<file path="src/itc_pkg.sv">
// package: register map, field positions and timing constants for input conditioning
package itc_pkg;
  localparam int unsigned N_IN = 8;
  localparam int unsigned N_DELAYED = 3;
  localparam int unsigned FUNC_W = 6;
  localparam int unsigned N_FUNC = 50;
  localparam int unsigned CNT_W = 32;
  localparam int unsigned PULSE_IN = 5;
  localparam logic [5:0] FUNC_GROUP_SEL = 6'h29;
  localparam logic [5:0] FUNC_COUNT_IN = 6'h19;
  localparam logic [5:0] FUNC_COUNT_RST = 6'h1A;
  localparam int unsigned CLK_HZ = 40000000;
  localparam int unsigned TICK_US = 1;
  localparam int unsigned TICK_CYC = CLK_HZ / 1000000 * TICK_US;
  localparam logic [7:0] ADR_POL_LO = 8'h00;
  localparam logic [7:0] ADR_POL_HI = 8'h04;
  localparam logic [7:0] ADR_FILT = 8'h08;
  localparam logic [7:0] ADR_GROUP = 8'h0C;
  localparam logic [7:0] ADR_FUNC_LO = 8'h10;
  localparam logic [7:0] ADR_FUNC_HI = 8'h14;
  localparam logic [7:0] ADR_DLY0 = 8'h18;
  localparam logic [7:0] ADR_DLY1 = 8'h1C;
  localparam logic [7:0] ADR_DLY2 = 8'h20;
  localparam logic [7:0] ADR_SET_TGT = 8'h24;
  localparam logic [7:0] ADR_DES_TGT = 8'h28;
  localparam logic [7:0] ADR_COUNT = 8'h2C;
  localparam logic [7:0] ADR_STATE = 8'h30;
  localparam logic [7:0] ADR_IRQ_ST = 8'h34;
  localparam logic [7:0] ADR_IRQ_MASK = 8'h38;
  localparam int unsigned POL_LO_W = 6;
  localparam int unsigned POL_HI_W = 2;
  localparam int unsigned IRQ_SET_HIT = 0;
  localparam int unsigned IRQ_DES_HIT = 1;
  localparam int unsigned IRQ_GROUP_CHG = 2;
  localparam logic [15:0] FILT_RST = 16'h000A;
  localparam logic [31:0] SET_TGT_RST = 32'h0000_03E8;
endpackage : itc_pkg

</file>
<file path="src/itc_chan_if.sv">
// interface: per-input conditioning settings and result
`timescale 1ns/1ps
`default_nettype none
interface itc_chan_if;
  logic raw;
  logic invert;
  logic [15:0] filt_ticks;
  logic [15:0] dly_ticks;
  logic tick;
  logic level;
  logic rise;
  modport top (output raw, output invert, output filt_ticks,
    output dly_ticks, output tick, input level, input rise);
  modport chan (input raw, input invert, input filt_ticks,
    input dly_ticks, input tick, output level, output rise);
endinterface : itc_chan_if
`default_nettype wire

</file>
<file path="src/itc_top.sv">
// module: contact input conditioning with function routing and counter
`timescale 1ns/1ps
`default_nettype none
module itc_top (
  input wire logic clk_i,
  input wire logic rst_i,
  input wire logic [7:0] contact_n_i,
  input wire logic [31:0] count_restore_i,
  input wire logic count_restore_valid_i,
  input wire logic [31:0] wb_adr_i,
  input wire logic [31:0] wb_dat_i,
  input wire logic [3:0] wb_sel_i,
  input wire logic wb_we_i,
  input wire logic wb_cyc_i,
  input wire logic wb_stb_i,
  output logic [31:0] wb_dat_o,
  output logic wb_ack_o,
  output logic [7:0] input_level_o,
  output logic [49:0] func_active_o,
  output logic motor_group_o,
  output logic set_count_reached_o,
  output logic designated_count_reached_o,
  output logic [31:0] count_save_o,
  output logic irq_o
);
  localparam int unsigned NI = itc_pkg::N_IN;
  localparam int unsigned FW = itc_pkg::FUNC_W;

  logic [5:0] pol_lo;
  logic [1:0] pol_hi;
  logic [15:0] filt_time;
  logic group_sel;
  logic [NI*FW-1:0] func_sel;
  logic [15:0] dly [itc_pkg::N_DELAYED];
  logic [31:0] set_tgt, des_tgt, count;
  logic [2:0] irq_st, irq_mask;
  logic [31:0] rdata;
  logic ack, restored;
  logic group_q;
  logic [5:0] tick_cnt;
  logic tick;

  logic [5:0] next_pol_lo;
  logic [1:0] next_pol_hi;
  logic [15:0] next_filt_time;
  logic next_group_sel;
  logic [NI*FW-1:0] next_func_sel;
  logic [15:0] next_dly [itc_pkg::N_DELAYED];
  logic [31:0] next_set_tgt, next_des_tgt, next_count;
  logic [2:0] next_irq_st, next_irq_mask;
  logic [31:0] next_rdata;
  logic next_ack, next_restored, next_group_q;
  logic [5:0] next_tick_cnt;

  logic [NI-1:0] lvl, rise;
  logic [49:0] fact;
  logic cnt_pulse, cnt_clr, override, eff_group;
  logic set_hit, des_hit, wr, rd;
  logic [7:0] adr;
  logic [31:0] wmask;

  function automatic logic [FW-1:0] sel_of(input logic [NI*FW-1:0] v,
                                           input int unsigned i);
    sel_of = v[i*FW +: FW];
  endfunction : sel_of

  // 1 us enable sets filter and delay units
  assign tick = (tick_cnt == 6'((itc_pkg::TICK_CYC) - 1));

  genvar g;
  generate
    for (g = 0; g < NI; g++) begin : g_ch
      itc_chan_if cif ();
      assign cif.raw = ~contact_n_i[g]; // shorted pin is low: active 1
      if (g < itc_pkg::POL_LO_W) begin : g_lo
        assign cif.invert = pol_lo[g];
      end else begin : g_hi
        assign cif.invert = pol_hi[g - itc_pkg::POL_LO_W];
      end
      assign cif.filt_ticks = filt_time;
      if (g < itc_pkg::N_DELAYED) begin : g_d
        assign cif.dly_ticks = dly[g];
      end else begin : g_nd
        assign cif.dly_ticks = 16'h0000;
      end
      assign cif.tick = tick;
      itc_chan #(.HAS_DELAY(g < itc_pkg::N_DELAYED)) u_ch (
        .clk_i(clk_i),
        .rst_i(rst_i),
        .ch(cif)
      );
      assign lvl[g] = cif.level;
      assign rise[g] = cif.rise;
    end
  endgenerate

  // function routing; selectors at 50 or above are ignored
  always_comb begin
    logic [FW-1:0] s;
    s = '0;
    fact = '0;
    for (int i = 0; i < NI; i++) begin
      s = sel_of(func_sel, i);
      if (s < FW'(itc_pkg::N_FUNC)) begin
        fact[s] = fact[s] | lvl[i];
      end
    end
  end

  // counting honours only the pulse-capable input
  assign cnt_pulse = rise[itc_pkg::PULSE_IN] &
    (sel_of(func_sel, itc_pkg::PULSE_IN) == itc_pkg::FUNC_COUNT_IN);
  assign cnt_clr = fact[itc_pkg::FUNC_COUNT_RST];
  assign override = fact[itc_pkg::FUNC_GROUP_SEL];
  assign eff_group = override | group_sel;
  assign set_hit = (count == set_tgt);
  assign des_hit = (count == des_tgt);

  assign adr = wb_adr_i[7:0];
  assign wr = wb_cyc_i & wb_stb_i & wb_we_i & ~ack;
  assign rd = wb_cyc_i & wb_stb_i & ~wb_we_i & ~ack;
  always_comb begin
    for (int b = 0; b < 4; b++) begin
      wmask[b*8 +: 8] = {8{wb_sel_i[b]}};
    end
  end

  always_comb begin
    next_tick_cnt = tick ? 6'h00 : tick_cnt + 6'h01;
    next_pol_lo = pol_lo;
    next_pol_hi = pol_hi;
    next_filt_time = filt_time;
    next_group_sel = group_sel;
    next_func_sel = func_sel;
    next_dly = dly;
    next_set_tgt = set_tgt;
    next_des_tgt = des_tgt;
    next_irq_mask = irq_mask;
    next_ack = wb_cyc_i & wb_stb_i & ~ack;
    next_rdata = rdata;
    next_restored = 1'b1;
    next_group_q = eff_group;
    next_count = count;
    if (!restored && count_restore_valid_i) begin
      next_count = count_restore_i;
    end else if (cnt_clr) begin
      next_count = 32'h0000_0000;
    end else if (cnt_pulse && !set_hit) begin
      next_count = count + 32'h0000_0001;
    end
    next_irq_st = irq_st;
    if (rd && adr == itc_pkg::ADR_IRQ_ST) begin
      next_irq_st = 3'h0;
    end
    // set after clear so an event in the read cycle survives
    if (set_hit && !set_reached_q) next_irq_st[itc_pkg::IRQ_SET_HIT] = 1'b1;
    if (des_hit && !des_reached_q) next_irq_st[itc_pkg::IRQ_DES_HIT] = 1'b1;
    if (eff_group != group_q) next_irq_st[itc_pkg::IRQ_GROUP_CHG] = 1'b1;
    if (wr) begin
      unique case (adr)
        itc_pkg::ADR_POL_LO: next_pol_lo = wb_sel_i[0] ? wb_dat_i[5:0] : pol_lo;
        itc_pkg::ADR_POL_HI: next_pol_hi = wb_sel_i[0] ? wb_dat_i[1:0] : pol_hi;
        itc_pkg::ADR_FILT: next_filt_time =
          (filt_time & ~wmask[15:0]) | (wb_dat_i[15:0] & wmask[15:0]);
        itc_pkg::ADR_GROUP: next_group_sel =
          wb_sel_i[0] ? wb_dat_i[0] : group_sel;
        itc_pkg::ADR_FUNC_LO: next_func_sel[29:0] =
          (func_sel[29:0] & ~wmask[29:0]) | (wb_dat_i[29:0] & wmask[29:0]);
        itc_pkg::ADR_FUNC_HI: next_func_sel[47:30] =
          (func_sel[47:30] & ~wmask[17:0]) | (wb_dat_i[17:0] & wmask[17:0]);
        itc_pkg::ADR_DLY0: next_dly[0] =
          (dly[0] & ~wmask[15:0]) | (wb_dat_i[15:0] & wmask[15:0]);
        itc_pkg::ADR_DLY1: next_dly[1] =
          (dly[1] & ~wmask[15:0]) | (wb_dat_i[15:0] & wmask[15:0]);
        itc_pkg::ADR_DLY2: next_dly[2] =
          (dly[2] & ~wmask[15:0]) | (wb_dat_i[15:0] & wmask[15:0]);
        itc_pkg::ADR_SET_TGT: next_set_tgt =
          (set_tgt & ~wmask) | (wb_dat_i & wmask);
        itc_pkg::ADR_DES_TGT: next_des_tgt =
          (des_tgt & ~wmask) | (wb_dat_i & wmask);
        itc_pkg::ADR_IRQ_MASK: next_irq_mask =
          wb_sel_i[0] ? wb_dat_i[2:0] : irq_mask;
        default: next_ack = wb_cyc_i & wb_stb_i & ~ack;
      endcase
    end
    if (rd) begin
      unique case (adr)
        itc_pkg::ADR_POL_LO: next_rdata = {26'h0, pol_lo};
        itc_pkg::ADR_POL_HI: next_rdata = {30'h0, pol_hi};
        itc_pkg::ADR_FILT: next_rdata = {16'h0, filt_time};
        itc_pkg::ADR_GROUP: next_rdata = {31'h0, group_sel};
        itc_pkg::ADR_FUNC_LO: next_rdata = {2'h0, func_sel[29:0]};
        itc_pkg::ADR_FUNC_HI: next_rdata = {14'h0, func_sel[47:30]};
        itc_pkg::ADR_DLY0: next_rdata = {16'h0, dly[0]};
        itc_pkg::ADR_DLY1: next_rdata = {16'h0, dly[1]};
        itc_pkg::ADR_DLY2: next_rdata = {16'h0, dly[2]};
        itc_pkg::ADR_SET_TGT: next_rdata = set_tgt;
        itc_pkg::ADR_DES_TGT: next_rdata = des_tgt;
        itc_pkg::ADR_COUNT: next_rdata = count;
        itc_pkg::ADR_STATE: next_rdata = {20'h0, set_hit, des_hit,
                                          eff_group, override, lvl};
        itc_pkg::ADR_IRQ_ST: next_rdata = {29'h0, irq_st};
        itc_pkg::ADR_IRQ_MASK: next_rdata = {29'h0, irq_mask};
        default: next_rdata = 32'h0000_0000;
      endcase
    end
  end

  logic set_reached_q, des_reached_q;
  always_ff @(posedge clk_i) begin
    if (rst_i) begin
      tick_cnt <= 6'h00;
      pol_lo <= 6'h00;
      pol_hi <= 2'h0;
      filt_time <= itc_pkg::FILT_RST;
      group_sel <= 1'b0;
      func_sel <= '0;
      dly <= '{default: 16'h0000};
      set_tgt <= itc_pkg::SET_TGT_RST;
      des_tgt <= itc_pkg::SET_TGT_RST;
      count <= 32'h0000_0000;
      irq_st <= 3'h0;
      irq_mask <= 3'h0;
      rdata <= 32'h0000_0000;
      ack <= 1'b0;
      restored <= 1'b0;
      group_q <= 1'b0;
      set_reached_q <= 1'b0;
      des_reached_q <= 1'b0;
    end else begin
      tick_cnt <= next_tick_cnt;
      pol_lo <= next_pol_lo;
      pol_hi <= next_pol_hi;
      filt_time <= next_filt_time;
      group_sel <= next_group_sel;
      func_sel <= next_func_sel;
      dly <= next_dly;
      set_tgt <= next_set_tgt;
      des_tgt <= next_des_tgt;
      count <= next_count;
      irq_st <= next_irq_st;
      irq_mask <= next_irq_mask;
      rdata <= next_rdata;
      ack <= next_ack;
      restored <= next_restored;
      group_q <= next_group_q;
      set_reached_q <= set_hit;
      des_reached_q <= des_hit;
    end
  end

  assign wb_dat_o = rdata;
  assign wb_ack_o = ack;
  assign input_level_o = lvl;
  assign func_active_o = fact;
  assign motor_group_o = group_q;
  assign set_count_reached_o = set_reached_q;
  assign designated_count_reached_o = des_reached_q;
  assign count_save_o = count; // external store keeps it over power loss
  assign irq_o = |(irq_st & irq_mask);
endmodule : itc_top
`default_nettype wire

</file>
<file path="src/itc_chan.sv">
// module: one input channel - sync, polarity, filter, optional delay
`timescale 1ns/1ps
`default_nettype none
module itc_chan #(
  parameter bit HAS_DELAY = 1'b0
) (
  input wire logic clk_i,
  input wire logic rst_i,
  itc_chan_if.chan ch
);
  logic sync_a, sync_b, filt, dly_out, prev;
  logic [15:0] fcnt, dcnt;
  logic next_filt, next_dly_out, next_prev;
  logic [15:0] next_fcnt, next_dcnt;
  logic pol;

  // invert after sync so polarity never touches the first stage
  assign pol = sync_b ^ ch.invert;

  always_comb begin
    next_filt = filt;
    next_fcnt = fcnt;
    if (pol == filt) begin
      next_fcnt = 16'h0000;
    end else if (ch.tick) begin
      if (fcnt >= ch.filt_ticks) begin
        next_filt = pol;
        next_fcnt = 16'h0000;
      end else begin
        next_fcnt = fcnt + 16'h0001;
      end
    end
    next_dly_out = dly_out;
    next_dcnt = dcnt;
    if (!HAS_DELAY) begin
      next_dly_out = filt;
      next_dcnt = 16'h0000;
    end else if (filt == dly_out) begin
      next_dcnt = 16'h0000;
    end else if (ch.tick) begin
      if (dcnt >= ch.dly_ticks) begin
        next_dly_out = filt;
        next_dcnt = 16'h0000;
      end else begin
        next_dcnt = dcnt + 16'h0001;
      end
    end
    next_prev = dly_out;
  end

  always_ff @(posedge clk_i) begin
    sync_a <= ch.raw;
    sync_b <= sync_a;
    if (rst_i) begin
      filt <= 1'b0;
      fcnt <= 16'h0000;
      dly_out <= 1'b0;
      dcnt <= 16'h0000;
      prev <= 1'b0;
    end else begin
      filt <= next_filt;
      fcnt <= next_fcnt;
      dly_out <= next_dly_out;
      dcnt <= next_dcnt;
      prev <= next_prev;
    end
  end

  assign ch.level = dly_out;
  assign ch.rise = dly_out & ~prev;
endmodule : itc_chan
`default_nettype wire

</file>
<file path="config.mk">
export PLATFORM = sky130hd
export DESIGN_NAME = itc_top
export DESIGN_NICKNAME = d
export VERILOG_FILES = /design/src/itc_pkg.sv /design/src/itc_chan_if.sv /design/src/itc_top.sv /design/src/itc_chan.sv
export SDC_FILE = /design/constraint.sdc
export NUM_CORES = 2
export LEC_CHECK = 0
export ABC_AREA = 1
export BUFFER_PORTS_ARGS = -buffer_cell sky130_fd_sc_hd__buf_2
export CORE_ASPECT_RATIO = 0.7
export CORE_MARGIN = 2
export CORE_UTILIZATION = 45
export DETAILED_ROUTE_END_ITERATION = 10
export PLACE_DENSITY = 0.71
export SLEW_MARGIN = 15
export SYNTH_ARGS = -nofsm -noshare
export SYNTH_HDL_FRONTEND = slang
export SYNTH_SLANG_ARGS = --single-unit
export TNS_END_PERCENT = 5
</file>
<file path="constraint.sdc">
create_clock -name clk_i -period 10.1 [get_ports clk_i]
set_input_delay 0.505 -clock clk_i [delete_from_list [all_inputs] [get_ports clk_i]]
set_output_delay 0.505 -clock clk_i [all_outputs]
set_load 0.005 [all_outputs]
</file>
# [Word-level counts from Yosys, hierarchy flattened]
# Memory sizes are Yosys's and may differ from the RTL's. A register that Yosys moved wholly into a read port is not among the register bits.
# Cells that the tools add are included.
[totals] reg_bits=475 latch_bits=0 mem_bits_rw=0 mem_bits_ro=64 inputBits=114 out_inout_bits=127 wordCells=345 n_memories=1
[op_classes] add_sub_neg=13 n_mul=0 div=0 n_lt_le_gt_ge=35 n_eq_ne=30 shifts=0 n_mux=68 bitwise_logic=73 reduce_logical=58
[memory_table] memory="(no name shown)" words=64 word_bits=1 rd=1 rd_ports_with_merged_regs=1 wr=0 line="itc_top.sv:105" rtl="fact[s] = fact[s] | lvl[i];"
[ops] cell="$pmux 32 s15" n=1
[ops] cell="$mux 50" n=8
[ops] cell="$bwmux 50" n=7
[ops] cell="$add 16x1->16 const B" n=11
[ops] cell="$ge 16x16->1" n=11
[ops] cell="$mux 16" n=11
[ops] cell="$and 32x32->32" n=3
[ops] cell="$mux 32" n=3
[ops] cell="$and 16x16->16" n=5
[ops] cell="$eq 32x32->1" n=2
[ops] cell="$or 16x16->16" n=4
[ops] cell="$or 32x32->32" n=2
[ops] cell="$and 30x30->30" n=2
[ops] cell="$eq 8x6->1 const B" n=7
[ops] cell="$lt 6x7->1 const B" n=8
[ops] cell="$and 50x50->50" n=1
[ops] cell="$demux 1 s6" n=8
[ops] cell="$ge 6x1->1 const B" n=8
[ops] cell="$lt 6x6->1 const B" n=8
[ops] cell="$reduce_and 3->1" n=15
[ops] cell="$bmux 1 s6" n=7
[ops] cell="$and 18x18->18" n=2
[ops] cell="$add 32x1->32 const B" n=1
[ops] cell="$eq 8x5->1 const B" n=4
[ops] cell="other kinds (29)" n=138

# [Logic depth before layout (Yosys ltp)]
[logic_depth] depth_word=44 depth_mapped=78 depth_no_buf=66

# [By module]
# A second synthesis with hierarchy kept.
[hier_totals] hier_cells=6285 hier_area_um2=38247.9
[by_module_without_submodules] module="itc_top" instances=1 cells_per_inst=4255 area_each_um2=23745.3 seq_area_each_um2=5325.1
[by_module_without_submodules] module="itc_chan at g_ch[0].u_ch ..." instances=3 cells_per_inst=360 area_each_um2=2529.9 seq_area_each_um2=740.7
[by_module_without_submodules] module="itc_chan at g_ch[3].u_ch ..." instances=5 cells_per_inst=190 area_each_um2=1382.6 seq_area_each_um2=420.4

# [Worst setup path after synthesis]
# OpenSTA, ideal clock, no wires.
[synth_path] path_kind="register to output" from="reg (tool-made name)" to="out func_active_o[10]" arrival_ps=6941 required_time_ps=9595 path_slack_ps=2654 stages_incl_launch_ff=69 path_buffers=13 path_cell_list="dfxtp_1 > buf_2 > nor2_1 > nand2_1 > inv_1 > nand3_1 > nand2_1 > nor2_1 > nand3_1 > nand2_1 > nand2_1 > nor2_1 > buf_4 > buf_6 > nand3_1 > nand3_1 > nand2_1 > nor2_1 > (+33 left out) > nand2_1 > nor2_1 > nand2_1 > nand2_1 > nand2_1 > nor2_1 > buf_2 > nand3_1 > nand3_1 > nand2_1 > nor2_1 > nand2_1 > nand2_1 > nand2_1 > nor2_1 > clkbuf_1 > clkbuf_1 > a31oi_1"
[synth_lines] item="to (decl)" line="itc_top.sv:19" rtl="output logic [49:0] func_active_o,"

==> metrics.md <==
| Metric | Value |
|---|---|
| Status | `complete, but fails checks` |
| Failing checks | `setup timing` |
| Worst-path clk slew | `60 ps` |
| Worst-Skew Late Latency | `650 ps` |
| Post-route ant nets | `0` |
| CORE AREA | `79200 sq um` |
| Design Area, Final | `42000 sq um` |
| GRT Total Usage | `36.2%` |
| Layout cells sized above 1 | `between 10% and 20%` |
| Fmax | `around 100 MHz` |
| Clock buffer depth | `3` |
| Root Driver | `clkbuf_16` |
| Max transition margin | `16.9%` |
| Element type at the critical path end | `output pin` |
| Htree depth | `2` |
| Synth area leaders | `dfxtp_1 26%, nand2_1 11%, nand3_1 9.8%` |
| Final period util | `102%` |
| Total Wirelength | `158 mm` |
| Post-synth top area cell | `dfxtp_1` |
| Seq. cell area | `9530 sq um` |
| Routed vias | `43100` |
| Final non-filler cell total | `between 7000 and 8000` |
| Buffers & Inverters on Critical Path | `16` |
| Min-Delay Path Class | `in -> reg` |
| Placed cell count | `between 7000 and 8000` |
| Startpoint Class | `register` |
| DR WL/cell | `22.0 um` |
| Initial drt markers | `6266` |
| Number of flops mapped to enable cells by yosys | `0` |
| Fin. max-slew vios | `0` |
| Slowest-stage cell, CP | `dfxtp_4` |
| Largest net degree at the start of global routing | `91` |
| Multi-input logic area | `23600 sq um` |
| Fill cells | `~8000` |
| Syn Area/Cell | `6.16 sq um` |
| Placed Area | `39100 sq um` |
| WS Path Type | `reg -> out` |
| Die width | `343 um` |
| Final hold viol count | `0` |
| Syn Nets | `6180` |
| Crit path required time | `9600 ps` |
| Mapped Cells | `5877` |
| Count of clock tree sinks | `475` |
| Final WS setup | `-159 ps` |
| CTS tree | `yes` |
| Sequential-to-total area share from yosys stat | `26.3%` |
| Top-area cell type share of the netlist area | `26.3%` |
| Critical path's top delay family | `simple AND/OR/NAND/NOR gates` |
| Critical Path Fanout Max | `28` |
| Max Cap Violations | `0` |
| Worst EP arrival | `9750 ps` |
| Synth warn | `0` |
| FF+latch count, synth | `475` |
| Setup violators final | `35` |
| Ports | `241` |
| Final setup skew | `64.6 ps` |
| Distinct cell type count after synthesis | `51` |
| Biggest cell delay along the critical path | `about 430 ps` |
| Total CTS buffers | `50` |
| First-pass GRT wire length | `230 mm` |
| GPL Wtd Cong | `1.04` |
| Starting Density | `45.7%` |
| Asr flop ratio synth | `0%` |
| PwrDens | `99.4 nW/um^2` |
| Rows | `86` |
| Period minus WS final | `10260 ps` |
| Initial antenna violation count | `10` |
| Worst vdd rail ir drop | `0.000118 V` |
| Vias per cell | `5.99` |
| Layout area overhead | `16.0%` |
| P_leak | `16.6 nW` |
| Unrepaired setup endpoints after global routing | `true` |
| Final-stage net count | `6400` |
| Grt total ovfl | `0` |
| Number of global-route vias before repair | `36700` |
| Top FF cell, synth | `dfxtp_1` |
| DR DRC count | `0` |
| IO Port Bufs | `216` |
| Synthesized cell area | `36200 sq um` |
| Die area | `82700 sq um` |
| Die height | `241 um` |
| First-pass DRT Iterations | `8` |
| Critical path's most frequent cell | `nand2_1` |
| Worst-Margin Slew | `1240 ps` |
| Detailed Place HPWL | `118 mm` |
==> cell families (layout without fill, tap and decap cells) <==
logic type	count (synthesis)	in the layout	share of synthesized area, %
compound gates	1148	1148	18.2
xor+xnor	122	122	2.95
fa+ha+maj	189	189	6.54
buf+inv	858	1118	9.44
flops	475	475	26.3
other cells	0	3	0
simple gates	3085	3085	36.6
==> synthesized netlist by cell type, drive strengths merged, types with 18 or more instances <==
cell type  number
a211oi         52
a21oi         311
a221oi         19
a31oi          57
buf            95
clkbuf        191
clkinv         18
dfxtp         475
ha            189
inv           554
nand2        1104
nand3         711
nand4          95
nor2          908
nor3          167
nor3b          35
nor4           31
o2111ai        18
o211ai         32
o21a           40
o21ai         491
o22ai          58
or2            19
xnor2          57
xor2           65
==> final timing paths <==
path / from / endpoint / slack (ps) / cells after the start
min: contact_n_i[7] / g_ch[7].u_ch.sync_a / 30 / 2
max reg2reg: register / count_save_o[25] / 490 / 73
min reg2reg: g_ch[3].u_ch.sync_a / g_ch[3].u_ch.sync_b / 300 / 0
max: register / func_active_o[25] / -160 / 67
==> layout make-up <==
class / count / share of cell area, %
clock inverters: 25 / 0.904
flip-flops and latches: 475 / 22.7
inverters: 572 / 5.14
multi-input cells: 4544 / 56.2
well taps: 1056 / 3.15
repair buffers: 454 / 8.47
clock buffers: 67 / 3.44
diodes: 3 / 0.0179
==> worst register-to-register path, delay by kind of cell, from the launching register on <==
| family | cells | cell delay, ps |
|---|---|---|
| and+or+nand+nor | 51 | 5740 |
| DFF | 1 | 430 |
| AOI/OAI and AO/OA | 7 | 1020 |
| buffers and inverters | 15 | 2400 |
==> routing by layer <==
| layer | GRT usage [%] | routed length [um] | vias up |
|---|---|---|---|
| li1 | - | - | 20300 |
| met1 | 54.5 | 69000 | 19900 |
| met2 | 49.7 | 61900 | 2634 |
| met3 | 9.64 | 22300 | 316 |
| met4 | 10.3 | 4760 | 10 |
| met5 | 0 | 73 | - |
==> metrics by stage <==
stage	hold WS (ps)	setup TNS (ps)	utilization, %	setup WS (ps)	power (mW)
detailed placement	312	0	49.4	422	2.15
global route	18.1	-22060	53.0	-564	4.27
finish	29.1	-1370	53.0	-159	4.17
floorplan	310	0	-	2650	2.05
global placement	313	0	49.4	436	2.15
CTS	3.08	0	52.1	19.5	4.17
==> report_power, final <==
part	internal, mW	switching (mW)	leakage, nW
combinational	0.0640	0.145	11.9
clock	1.19	0.860	0.899
sequential	1.89	0.0234	3.84
total	3.14	1.03	16.6
==> timing repair <==
| item | CTS | global route |
|---|---|---|
| endpoints found under the setup margin | 48 | 86 |
| hold endpoints to repair | 2 | 0 |
| resized for setup | 26 | 64 |
| gates cloned | 6 | 10 |
| hold buffers | 2 | 0 |
| pin swaps | 5 | 12 |
| buffers inserted | 3 | 20 |
==> layout by cell type, fill, tap and decap left out, drive strengths merged, types with 7 or more instances in the layout <==
master	netlist	routed
a211oi	52	52
a21boi	13	13
a21o	8	8
a21oi	311	311
a221oi	19	19
a31o	13	13
a31oi	57	57
buf	95	443
bufinv	0	7
clkbuf	191	76
clkinv	18	34
dfxtp	475	475
ha	189	189
inv	554	555
nand2	1104	1104
nand3	711	711
nand3b	8	8
nand4	95	95
nor2	908	908
nor3	167	167
nor3b	35	35
nor4	31	31
o2111ai	18	18
o211ai	32	32
o21a	40	40
o21ai	491	491
o221ai	10	10
o22ai	58	58
or2	19	19
xnor2	57	57
xor2	65	65
Power figures use the tool's default switching activity.
